<file path="src/hw/tks_regs.vh">
// Register map, field positions, reset values and counter limits of the key scan counter.
// Assumes inclusion by the key scan counter module only; holds definitions and nothing else.
`ifndef TKS_REGS_VH
`define TKS_REGS_VH

// Structure.
`define TKS_NUM_MOD        2
`define TKS_MOD_LIMIT      2'h2
`define TKS_KEYS           8

// Byte offsets on the APB bus.
`define TKS_OFF_GCTRL      8'h00
`define TKS_OFF_STATUS     8'h04
`define TKS_OFF_MASK       8'h08
`define TKS_OFF_CTRL1      8'h10
`define TKS_OFF_SLOT       8'h20
`define TKS_OFF_RESULT     8'h30
`define TKS_OFF_SENSE      8'h40

// Global control fields.
`define TKS_GC_START       0
`define TKS_GC_SHARED      1
`define TKS_GC_BUSY        2

// Status and mask fields.
`define TKS_ST_SLOT        0
`define TKS_ST_CF          1
`define TKS_ST_FC          2

// Module control one fields.
`define TKS_C1_KOEN        4
`define TKS_C1_ROEN        5
`define TKS_C1_TSS         7
`define TKS_C1_WMASK       8'hBF

// Reset values.
`define TKS_RST_CTRL1      8'h00
`define TKS_RST_FLAGS      3'h0
`define TKS_RST_SLOT       8'h00
`define TKS_RST_SENSE      2'h0

// Counter limits and the system clock divider.
`define TKS_DIV_LAST       2'h3
`define TKS_UNIT_LAST      5'h1F
`define TKS_SLOT_LAST      8'hFF
`define TKS_CNT_LAST       16'hFFFF

`endif

</file>
<file path="src/hw/tks_capacitive_key_scan_counter.v">
// Key scan counter: two touch modules of four keys each, with an APB register file.
// Assumes the analog sense and reference oscillators drive keyOsc and refOsc asynchronously,
// each slower than a quarter of clk, and that the pin multiplexer follows padSelect.
//
// Overview of operation
// - Each module has four key inputs, each with its own sense oscillator.
// - Module m holds keys 4m+1 to 4m+4; all modules are built alike.
// - Sense cycles are counted during a fixed slot; its end raises the interrupt.
// - With shared slot select set, module 0's slot counter times all modules.
// - One global start bit starts every module; no module has its own start.
// - Start low clears C/F, function and unit counters; slot counter keeps value.
// - Software sets the slot period by presetting the 8-bit slot counter.
// - Start rising enables oscillators together and switches on all four counters; when shared, only module 0's unit and slot counters run.
// - Slot overflow stops key and reference oscillators and all counters.
// - Slot clock is the reference oscillator when select is 0, clk/4 when 1.
// - Reference and key oscillators run only while their enable bits are set.
// - One interrupt, on overflow of all enabled modules or of module 0.
// - At the interrupt all four counters of every module are cleared.
// - Slot overflow sets a sticky flag that raises the interrupt until cleared.
// - Any module's C/F counter overflow sets a sticky flag until software clears.
// - Function counter overflow sets a sticky flag until software clears it.
// - Bit 7 of module control one picks the slot clock source.
`timescale 1ns/100ps
`include "tks_regs.vh"

module tks_capacitive_key_scan_counter (
    // Clock and reset
    input  wire        clk,
    input  wire        rst,
    // APB slave
    input  wire        psel,
    input  wire        penable,
    input  wire        pwrite,
    input  wire [7:0]  paddr,
    input  wire [31:0] pwdata,
    output reg  [31:0] prdata,
    output wire        pready,
    output reg         pslverr,
    // Oscillators and pads
    input  wire [7:0]  keyOsc,
    input  wire [1:0]  refOsc,
    output wire [7:0]  keyOscEnable,
    output wire [1:0]  refOscEnable,
    output wire [7:0]  padSelect,
    // Interrupt
    output wire        irq
);

    localparam N = `TKS_NUM_MOD;

    // Global state.
    reg         measureStart;
    reg         sharedSlotSelect;
    reg         startPrev;
    reg         running;
    reg  [2:0]  status;
    reg  [2:0]  mask;
    reg  [1:0]  div4Cnt;
    reg  [2:0]  next_status;

    // Per-module state, flattened.
    reg  [8*N-1:0]  ctrl1;
    reg  [2*N-1:0]  senseSel;
    reg  [8*N-1:0]  slotCnt;
    reg  [32*N-1:0] result;
    reg  [N-1:0]    done;
    wire [N-1:0]    modOvf;
    wire [N-1:0]    cfOvf;
    wire [N-1:0]    fcOvf;
    wire [N-1:0]    keyActive;

    // Synchronisers for the asynchronous oscillator inputs.
    reg  [7:0]  keyS1;
    reg  [7:0]  keyS2;
    reg  [7:0]  keyS3;
    reg  [1:0]  refS1;
    reg  [1:0]  refS2;
    reg  [1:0]  refS3;
    wire [7:0]  keyEdge;
    wire [1:0]  refEdge;

    // Bus decode.
    wire        setupPhase;
    wire        wrEn;
    wire [7:0]  blk;
    wire [1:0]  modIdx;
    wire        modOk;
    reg  [31:0] rdData;
    reg         rdErr;

    wire        div4Tick;
    wire        startRise;
    wire        slotEvent;
    wire [2:0]  events;

    assign pready     = 1'b1;
    assign setupPhase = psel & ~penable;
    assign wrEn       = psel & penable & pwrite;
    assign blk        = {paddr[7:4], 4'h0};
    assign modIdx     = paddr[3:2];
    assign modOk      = (paddr[1:0] == 2'h0) && (modIdx < `TKS_MOD_LIMIT);

    always @(posedge clk) begin
        if (rst) begin
            keyS1 <= 8'h00;
            keyS2 <= 8'h00;
            keyS3 <= 8'h00;
            refS1 <= 2'h0;
            refS2 <= 2'h0;
            refS3 <= 2'h0;
        end else begin
            keyS1 <= keyOsc;
            keyS2 <= keyS1;
            keyS3 <= keyS2;
            refS1 <= refOsc;
            refS2 <= refS1;
            refS3 <= refS2;
        end
    end

    // Rising edges of the synchronised oscillators are the counted cycles.
    // The third stage only remembers the previous level; the edge logic does not read the first stage.
    assign keyEdge = keyS2 & ~keyS3;
    assign refEdge = refS2 & ~refS3;

    // Free running divider giving the system clock divided by four.
    always @(posedge clk) begin
        if (rst) begin
            div4Cnt <= 2'h0;
        end else begin
            div4Cnt <= div4Cnt + 2'h1;
        end
    end

    assign div4Tick = (div4Cnt == `TKS_DIV_LAST);

    assign startRise = measureStart & ~startPrev;

    // End of slot: module 0 alone when shared, else every module with enabled keys.
    // A module with no enabled pad must not hold the slot open, so it counts as finished.
    assign slotEvent = running & (sharedSlotSelect ? modOvf[0] : &(done | modOvf | ~keyActive));

    assign events = {|fcOvf, |cfOvf, slotEvent};

    // Global control register and measurement state.
    always @(posedge clk) begin
        if (rst) begin
            measureStart     <= 1'b0;
            sharedSlotSelect <= 1'b0;
            startPrev        <= 1'b0;
            running          <= 1'b0;
            mask             <= `TKS_RST_FLAGS;
        end else begin
            startPrev <= measureStart;
            if (wrEn && paddr == `TKS_OFF_GCTRL) begin
                measureStart     <= pwdata[`TKS_GC_START];
                sharedSlotSelect <= pwdata[`TKS_GC_SHARED];
            end
            if (wrEn && paddr == `TKS_OFF_MASK) begin
                mask <= pwdata[2:0];
            end
            // Clearing the start bit stops the slot at once; a new slot needs a fresh start edge.
            if (slotEvent || !measureStart) begin
                running <= 1'b0;
            end else if (startRise) begin
                running <= 1'b1;
            end
        end
    end

    // Sticky flags; a new event wins over a write-one-to-clear in the same cycle.
    always @* begin
        next_status = status;
        if (wrEn && paddr == `TKS_OFF_STATUS) begin
            next_status = status & ~pwdata[2:0];
        end
        next_status = next_status | events;
    end

    always @(posedge clk) begin
        if (rst) begin
            status <= `TKS_RST_FLAGS;
        end else begin
            status <= next_status;
        end
    end

    assign irq = |(status & mask);

    genvar g;
    generate
        for (g = 0; g < N; g = g + 1) begin : gMod
            localparam integer GI = g;
            localparam [1:0]   MI = GI[1:0];
            wire [7:0]  c1;
            wire [3:0]  kEdge;
            wire        modRun;
            wire        slotRun;
            wire        tick;
            wire        keyCount;
            wire        refCount;
            wire        wrCtrl1;
            wire        wrSlot;
            wire        wrSense;
            reg  [4:0]  unitCnt;
            reg  [15:0] cfCnt;
            reg  [15:0] fcCnt;

            assign c1      = ctrl1[8*g+:8];
            assign kEdge   = keyEdge[4*g+:4];
            assign wrCtrl1 = wrEn && modOk && blk == `TKS_OFF_CTRL1 && modIdx == MI;
            assign wrSlot  = wrEn && modOk && blk == `TKS_OFF_SLOT && modIdx == MI;
            assign wrSense = wrEn && modOk && blk == `TKS_OFF_SENSE && modIdx == MI;

            assign keyActive[g] = |c1[3:0];
            assign modRun  = running & ~done[g];
            assign slotRun = modRun & (~sharedSlotSelect | (g == 0));
            assign tick    = c1[`TKS_C1_TSS] ? div4Tick : refEdge[g];

            // Only the key picked by sense select feeds the C/F counter, and only if enabled.
            assign keyCount = modRun & c1[`TKS_C1_KOEN] & c1[senseSel[2*g+:2]] & kEdge[senseSel[2*g+:2]];
            assign refCount = modRun & c1[`TKS_C1_ROEN] & refEdge[g];

            assign modOvf[g] = slotRun & tick & (unitCnt == `TKS_UNIT_LAST) & (slotCnt[8*g+:8] == `TKS_SLOT_LAST);
            assign cfOvf[g]  = keyCount & (cfCnt == `TKS_CNT_LAST);
            assign fcOvf[g]  = refCount & (fcCnt == `TKS_CNT_LAST);

            // Oscillators run only during the slot, so all start together at the start edge.
            assign keyOscEnable[4*g+:4] = {4{modRun & c1[`TKS_C1_KOEN]}} & c1[3:0];
            assign refOscEnable[g]      = modRun & c1[`TKS_C1_ROEN];
            assign padSelect[4*g+:4]    = c1[3:0];

            always @(posedge clk) begin
                if (rst) begin
                    ctrl1[8*g+:8]    <= `TKS_RST_CTRL1;
                    senseSel[2*g+:2] <= `TKS_RST_SENSE;
                end else begin
                    if (wrCtrl1) begin
                        ctrl1[8*g+:8] <= pwdata[7:0] & `TKS_C1_WMASK;
                    end
                    if (wrSense) begin
                        senseSel[2*g+:2] <= pwdata[1:0];
                    end
                end
            end

            // A finished module idles until the next start edge while slower modules run on.
            always @(posedge clk) begin
                if (rst) begin
                    done[g] <= 1'b0;
                end else if (startRise) begin
                    done[g] <= 1'b0;
                end else if (modOvf[g]) begin
                    done[g] <= 1'b1;
                end
            end

            always @(posedge clk) begin
                if (rst) begin
                    unitCnt <= 5'h00;
                    cfCnt   <= 16'h0000;
                    fcCnt   <= 16'h0000;
                end else if (!measureStart || slotEvent) begin
                    unitCnt <= 5'h00;
                    cfCnt   <= 16'h0000;
                    fcCnt   <= 16'h0000;
                end else begin
                    if (slotRun && tick) begin
                        unitCnt <= unitCnt + 5'h01;
                    end
                    if (keyCount) begin
                        cfCnt <= cfCnt + 16'h0001;
                    end
                    if (refCount) begin
                        fcCnt <= fcCnt + 16'h0001;
                    end
                end
            end

            // The slot counter is not touched by the start bit, only by its own logic.
            always @(posedge clk) begin
                if (rst) begin
                    slotCnt[8*g+:8] <= `TKS_RST_SLOT;
                end else if (slotEvent) begin
                    slotCnt[8*g+:8] <= `TKS_RST_SLOT;
                end else if (wrSlot) begin
                    slotCnt[8*g+:8] <= pwdata[7:0];
                end else if (slotRun && tick && unitCnt == `TKS_UNIT_LAST) begin
                    slotCnt[8*g+:8] <= slotCnt[8*g+:8] + 8'h01;
                end
            end

            // Counts are kept for software before the automatic clear wipes them.
            always @(posedge clk) begin
                if (rst) begin
                    result[32*g+:32] <= 32'h00000000;
                end else if (slotEvent) begin
                    result[32*g+:32] <= {fcCnt, cfCnt};
                end
            end
        end
    endgenerate

    // Read decode; unmapped or misaligned addresses answer zero with an error.
    always @* begin
        rdData = 32'h00000000;
        rdErr  = 1'b0;
        if (paddr == `TKS_OFF_GCTRL) begin
            rdData[`TKS_GC_START]  = measureStart;
            rdData[`TKS_GC_SHARED] = sharedSlotSelect;
            rdData[`TKS_GC_BUSY]   = running;
        end else if (paddr == `TKS_OFF_STATUS) begin
            rdData[2:0] = status;
        end else if (paddr == `TKS_OFF_MASK) begin
            rdData[2:0] = mask;
        end else if (modOk && blk == `TKS_OFF_CTRL1) begin
            rdData[7:0] = ctrl1[8*modIdx+:8];
        end else if (modOk && blk == `TKS_OFF_SLOT) begin
            rdData[7:0] = slotCnt[8*modIdx+:8];
        end else if (modOk && blk == `TKS_OFF_RESULT) begin
            rdData = result[32*modIdx+:32];
        end else if (modOk && blk == `TKS_OFF_SENSE) begin
            rdData[1:0] = senseSel[2*modIdx+:2];
        end else begin
            rdErr = 1'b1;
        end
    end

    // Answer is prepared in the setup cycle so the access phase completes at once.
    always @(posedge clk) begin
        if (rst) begin
            prdata  <= 32'h00000000;
            pslverr <= 1'b0;
        end else if (setupPhase) begin
            prdata  <= pwrite ? 32'h00000000 : rdData;
            pslverr <= rdErr;
        end
    end

endmodule // tks_capacitive_key_scan_counter

</file>
<file path="config.mk">
export PLATFORM = sky130hd
export DESIGN_NAME = tks_capacitive_key_scan_counter
export DESIGN_NICKNAME = d
export VERILOG_FILES = /design/src/hw/tks_capacitive_key_scan_counter.v
export VERILOG_INCLUDE_DIRS = /design/src /design/src/hw
export SDC_FILE = /design/constraint.sdc
export NUM_CORES = 1
export LEC_CHECK = 0
export BUFFER_PORTS_ARGS = -buffer_cell sky130_fd_sc_hd__clkbuf_2
export CAP_MARGIN = 20
export CORE_UTILIZATION = 35
export CTS_CLUSTER_DIAMETER = 50
export CTS_CLUSTER_SIZE = 8
export DETAILED_ROUTE_END_ITERATION = 10
export PLACE_DENSITY = 0.56
export SLEW_MARGIN = 40
export SYNTH_ARGS = -nofsm -noshare
export SYNTH_HDL_FRONTEND = slang
export SYNTH_SLANG_ARGS = --single-unit
</file>
<file path="constraint.sdc">
create_clock -name clk -period 2.15 [get_ports clk]
set_input_delay 0.215 -clock clk [delete_from_list [all_inputs] [get_ports clk]]
set_output_delay 0.215 -clock clk [all_outputs]
set_load 0.01 [all_outputs]
</file>
==> results of run 1 <==
==> layout make-up <==
class	instances	area (um^2)	area share [%]
Timing Repair Buffer	207	1780	12.4
Multi-Input combinational cell	880	5960	41.6
Inverter	20	76.3	0.533
Sequential cell	249	4990	34.8
Clock buffer	39	943	6.58
Clock inverter	4	71.3	0.498
Tap cell	402	503	3.51
==> power by group <==
group	leakage, nW	switching, mW	internal (mW)	total, mW
clock network	0.497	1.99	3.20	5.19
logic	2.63	0.197	0.117	0.314
registers	2.01	0.0113	4.65	4.67
total	5.14	2.20	7.97	10.2
==> registers in the layout (all words and copies together), names as in the netlist, 2 cells and up <==
name / cells
div4Cnt: 2
keyS1: 8
keyS3: 8
refS3: 2
gMod.c1: 14
done: 2
gMod.unitCnt: 10
status: 3
slotCnt: 16
prdata: 32
senseSel: 4
gMod.cfCnt: 32
gMod.fcCnt: 32
refS1: 2
keyS2: 8
refS2: 2
result: 64
mask: 3
==> worst max-delay path, stage by stage (launching register included) <==
cell,delay (ps)
dfxtp_2,350
ha_4,140
and3_4,170
ha_4,130
nand4b_1,150
a2111oi_2,240
buf_4,180
nor2_4,40
buf_6,140
o21ai_4,140
buf_12,180
buf_12,130
buf_16,130
nor2_2,40
==> cells in the mapped netlist (10+ instances only) <==
cell and count:
inv_1 20, xor2_1 43, dfxtp_1 249, o211ai_1 69
nand3_1 30, nor2_1 159, nand3b_1 13, a21oi_1 23
nor2b_1 36, and4_1 10, buf_4 10, and3_1 21
a2111oi_0 15, xnor2_1 36, a22oi_1 27, nor3_1 13
o21ai_0 31, nor4_1 18, clkbuf_1 65, nand4_1 20
buf_2 13, mux2i_1 41, ha_1 11, o21ai_1 50
nand2_1 107, mux2_2 31
==> what timing repair did <==
action / 4_1_cts / 5_1_grt
hold endpoints to repair: 13 / 0
gates resized for setup: 53 / 53
endpoints found under the setup margin: 156 / 160
gates cloned: 4 / 4
pin swaps: 38 / 17
setup buffers: 7 / 2
hold buffers: 13 / 0
==> per-stage QoR <==
stage | worst slack (ps) | hold slack, ps | cell area, um^2
after CTS | -201 | 8.24 | 14000
after detailed placement | -208 | 413 | 12500
after floorplan | -15.5 | 297 | 11200
final | -119 | 29.2 | 14300
after global routing | -207 | 54.8 | 14300
after global placement | -156 | 407 | 12500
==> metal layers <==
metal,vias to the layer above,global-route usage (%),part of all wire (%)
met1,4588,25.0,45
li1,4721,-,-
met5,-,0,0
met2,229,31.7,48
met3,47,2.65,4.5
met4,0,5.50,2.0
==> logic make-up after synthesis <==
kind of cell             count (synthesis)  share of synthesized area, %
AO/OA/AOI/OAI                          249                          15.2
XOR/XNOR                                79                          6.19
adder cells (fa/ha/maj)                 11                          1.23
buffers and inverters                  119                          4.81
flip-flops                             249                          44.6
multiplexers                            76                          7.60
other                                    1                        0.0336
AND/OR/NAND/NOR                        464                          20.3
==> cell usage in the layout (no fill, tap or decap), types with 19 or more instances in the layout <==
cell / count
o211ai_1: 69
o21ai_1: 62
nand3_1: 30
dfxtp_1: 245
xnor2_1: 36
and3_1: 19
nand2_1: 107
xor2_1: 43
inv_1: 19
nand4_1: 20
nor2_1: 138
nor2b_1: 35
a22oi_1: 27
clkbuf_2: 81
mux2_2: 31
buf_4: 81
clkbuf_16: 41
mux2i_1: 41
==> worst paths after layout <==
check,startpoint,to,slack (ps)
setup / recovery,gMod[0].unitCnt[1],gMod[0].cfCnt[4],-120
hold / removal,pwdata[7],gMod[1].c1[7],30
setup reg to reg,gMod[0].unitCnt[1],gMod[0].cfCnt[4],-120
hold reg to reg,div4Cnt[0],div4Cnt[0],420
==> out/results.txt, run 1 <==
Status - finished with violations
Failing checks - DRC, setup timing
Period utilisation layout - 106%
Number of flops mapped to enable cells by yosys - 0
Core ar. - 31500 um^2
Sink Count - 249
Worst Path Arrival - 2680 ps
Diodes inserted - 0
Final Worst Setup Slack - -119 ps
Fmax achieved - 441 MHz
WL final - 31.3 mm
Dominant synthesized flop cell - dfxtp_1
Mapped Nets - 1314
Global-route wire length before repair - 49.7 mm
Antenna-violating nets left - 0
Initial DRT Pass Iterations - 8
Crit start category - flop
Layout Cells excl Fill - 1801
Area leader, netlist - dfxtp_1
Cell variety after synth - 63
Actual slew at the worst max-slew pin - 591 ps
Synth area leaders - dfxtp_1 (45%), nor2_1 (5.3%), o211ai_1 (4.6%)
Final Critical Period - 2270 ps
Number of max-slew violations in the final report - 0
Final setup viols - 142
Clk pin slew, worst setup/hold paths - 50 ps
Register area share after synthesis - 44.6%
Vias in the first global route - 9103
Root Buffer - clkbuf_16
Max rail drop VDD - 0.524 mV
Vias - 9585
Total Power - 10.2 mW
Layout cells sized above 1 - 23.5%
Nature of the critical path endpoint - flop
Die Wd - 181 um
Clk_skew - 18.1 ps
Hold WC Path Type - primary input to flop
Vias per cell - 5.32
Relative slew margins - 60.6%
TritonCTS clock tree - built
Die Y - 181 um
Synth async-reset ratio - 0%
Worst R2R Path Depth - 13
Post-layout util - 45.5%
Nets - 1461
Setup TNS - -7750 ps
Grt ovf - 0
Mapped cell area - 11200 um^2
Initial antenna violation count - 0
Std-Cell Rows - 65
Die Footprint - 32600 um^2
IO Port Bufs - 82
Worst endpoint required time - 2560 ps
DRT iter0 DRCs - 539
Hold path cells - 3
Inst Count DP - 1729
Clk Latency, worst-skew pair - 520 ps
# fillers - 3040
RSZ-0062 raised after global routing - true
Number of max-cap violations - 0
Post-Syn Instances - 1248
Per-cell routed wire length - 17.4 um
Clock tree buffer depth - 3
Total Routing Usage GR - 18.8%
Synth Warn # - 0
Share of the synthesized area in the top cell type - 44.6%
Syn avg cell area - 8.95 um^2
Power per standard cell area - 710 nW/um^2
CP Max Fanout - 6
H-tree depth - 2
Gp weighted congestion - 0.830
I/O pins - 108
Detail Placement HPWL - 20.9 mm
Critical setup path kind - flop to flop
Leakage - 5.14 nW
Initial Util - 35.5%
Final hold vios - 0
Area grow syn2layout - 28.2%
Largest net degree at the start of global routing - 65
Post-synthesis register bit count - 249
DRC violations left - 2
Cts bufs inserted - 37
No activity file was read; power rests on OpenSTA's default activity.
==> run 2: changes to the inputs <==
Settings changed: PLACE_DENSITY 0.56 to 0.62.
==> run 2 against run 1 <==
Net effect: the flow finishes with violations (setup timing); final cell count did not move; fmax shrank 2.8%; design area is 0.62% higher; largest cell class unchanged; critical path depth fell by 5; critical path type unchanged; register-to-register slack lost 70 ps.
==> out/results.txt, run 2 (synthesized netlist as in run 1, its figures left out) <==
Leading cell type in the layout, fill and taps excluded - dfxtp_1
Failing checks - setup timing
Number of max-slew violations in the final report - 0 (unchanged)
Final Critical Period - 2340 ps (+66.4 ps)
Clk pin slew, worst setup/hold paths - 50 ps (about the same)
Relative slew margins - 51.7% (-8.9 points)
Grt ovf - 0 (unchanged)
Critical setup path kind - flop to flop
Number of max-cap violations - 0 (unchanged)
Hold path cells - 3 (unchanged)
Vias in the first global route - 9249 (+1.6%)
CP Max Fanout - 9 (+3)
Power per standard cell area - 719 nW/um^2 (+1.2%)
GR Layer Usage met3 - 2.93% (+0.28 points)
Met2 usage - 30.3% (-1.4 points)
Clock tree buffer depth - 3 (unchanged)
Hold endpoint - slotCnt[6]
Worst Path Arrival - 2760 ps (+80 ps)
Crit start category - flop
CP max stage cell - or3b_1
Sequential share of power - 45.0% (-0.9 points)
Detail Placement HPWL - 20.0 mm (-4.4%)
Die Y - 181 um (unchanged)
Std-Cell Rows - 65 (unchanged)
Combinational power share - 3.0% (about the same)
Final hold vios - 0 (unchanged)
Max rail drop VDD - 0.583 mV (+11%)
Diodes inserted - 0 (unchanged)
Gp weighted congestion - 0.880 (+6.0%)
Initial DRT Pass Iterations - 5 (-3)
WL final - 31.4 mm (+0.38%)
Critical path, cell by cell - or3b_1 > a2111oi_4 > a41oi_4 > buf_4 > or2_4 > buf_6 > buf_12 > o31ai_4
Worst endpoint required time - 2580 ps (+20 ps)
Root Buffer - clkbuf_16
# fillers - 2945 (-3.1%)
Total Routing Usage GR - 18.4% (-0.50 points)
Clk_skew - 19.7 ps (+1.62 ps)
Actual slew at the worst max-slew pin - 723 ps (+132 ps)
Per-cell routed wire length - 17.4 um (+0.38%)
Max incr delay on CP - 400 ps (+50 ps)
P_int - 8.12 mW (+1.9%)
Status - finished with violations
Clk pwr share - 52.0% (+0.9 points)
Core ar. - 31500 um^2 (unchanged)
Most frequent cells in the layout - dfxtp_1 (247), nor2_1 (126), nand2_1 (107)
Area occupied by multi-input gates - 6050 um^2 (+1.4%)
R2R Setup Slk - -190 ps (-70 ps)
WP buf/inv - 3 (-2)
H-tree depth - 2 (unchanged)
R2R Path End - result[42]
DRC violations left - 0 (-2)
Die Footprint - 32600 um^2 (unchanged)
Hold WC Path Type - primary input to flop
Sw Ratio - 21.6% (-0.038 points)
Vias - 9580 (-0.052%)
Initial antenna violation count - 0 (unchanged)
Final setup viols - 156 (+9.9%)
Final hold slack - 12.8 ps (-16.5 ps)
Die Wd - 181 um (unchanged)
Cts bufs inserted - 38 (+2.7%)
Nature of the critical path endpoint - flop
Register Area - 4990 um^2 (about the same)
Pre-CTS setup slack - -282 ps (-73.6 ps)
Nets - 1460 (-0.068%)
Period utilisation layout - 109% (+3.1 points)
Leakage - 5.22 nW (+1.6%)
Largest register FFs - 64 (unchanged)
Antenna-violating nets left - 0 (unchanged)
Sink Count - 249 (unchanged)
Hold Crit Start - pwdata[6]
Largest net degree at the start of global routing - 57 (-12%)
RSZ-0062 raised after global routing - true
Layout cells sized above 1 - 25.4% (+1.9 points)
Clk Latency, worst-skew pair - 520 ps (about the same)
Final Worst Setup Slack - -185 ps (-66.4 ps)
Vias per cell - 5.32 (about the same)
Worst R2R Path Depth - 8 (-5)
I/O pins - 108 (unchanged)
Top reg by flops - result
Fmax achieved - 428 MHz (-2.8%)
Global-route wire length before repair - 48.7 mm (-2.1%)
Met1 usage - 24.5% (-0.48 points)
DRT iter0 DRCs - 604 (+12%)
NetSw - 2.23 mW (+1.6%)
IO Port Bufs - 82 (unchanged)
TritonCTS clock tree - built
Reg-to-reg startpoint - refS2[1]
Crit path max-delay family - compound AO/OA/AOI/OAI gates
Gr busiest metal - met2
Post-layout util - 45.8% (+0.28 points)
Area grow syn2layout - 29.0%
Initial Util - 35.5% (unchanged)
[run 2: cell count changes in the layout (fill, tap and decap cells not counted), sizes merged]
cell / delta
clkinv: +2
inv: -1
clkbuf: +2
buf: -1
dlygate4sd3: -2
[run 2: timing repair]
action | in CTS | in global routing
pin swaps | 27 | 29
setup endpoints to repair | 156 | 156
setup buffers | 7 | 1
gates cloned | 5 | 8
gates resized for setup | 45 | 83
endpoints found under the hold margin | 11 | 0
hold buffers | 11 | 0
[run 2: worst max path at each step]
| stage | from | end | slack (ps) | depth (start not counted) |
|---|---|---|---|---|
| finish | refS2[1] | result[42] | -190 | 8 |
| global route | gMod[0].unitCnt[0] | gMod[1].cfCnt[13] | -280 | 13 |
| CTS | gMod[0].unitCnt[1] | result[39] | -300 | 12 |
| detailed placement | gMod[0].unitCnt[0] | result[2] | -280 | 11 |
| global placement | gMod[0].unitCnt[0] | slotCnt[12] | -400 | 9 |
| floorplan | gMod[1].unitCnt[0] | result[0] | -20 | 9 |
[run 2: power by group through the flow]
stage	clock network [mW]	logic, mW	registers [mW]
6_report	5.39	0.310	4.66
5_1_grt	5.68	0.333	4.66
4_1_cts	5.49	0.307	4.66
3_5_place_dp	0	0.289	4.75
3_3_place_gp	0	0.287	4.75
2_1_floorplan	0	0.167	4.75
[run 2: stage by stage]
| stage | instances | area [um^2] | TNS [ps] | power (mW) |
|---|---|---|---|---|
| floorplan | 1248 | 11200 | -618 | 4.92 |
| global placement | 1727 | 12500 | -16210 | 5.04 |
| detailed placement | 1727 | 12500 | -20230 | 5.04 |
| CTS | 1793 | 14000 | -38580 | 10.5 |
| global route | 1801 | 14400 | -33800 | 10.7 |
| finish | 1801 | 14400 | -18050 | 10.4 |
[run 2: layer usage]
metal | part of all wire, % | up-vias
li1 | - | 4719
met1 | 46 | 4580
met2 | 47 | 238
met3 | 4.7 | 43
met4 | 1.8 | 0
met5 | 0 | -
[run 2: final cells by class]
type	count	share of cell area, %
Inverter	20	0.529
Timing Repair Buffer	205	12.0
Clock inverter	5	0.529
Sequential cell	249	34.6
Multi-Input combinational cell	880	42.0
Clock buffer	40	6.87
Tap cell	402	3.49
[run 2: tightest hold or removal path, stage by stage]
cell	delay [ps]
clkbuf_2	110
nor2_1	90
a2111oi_0	60
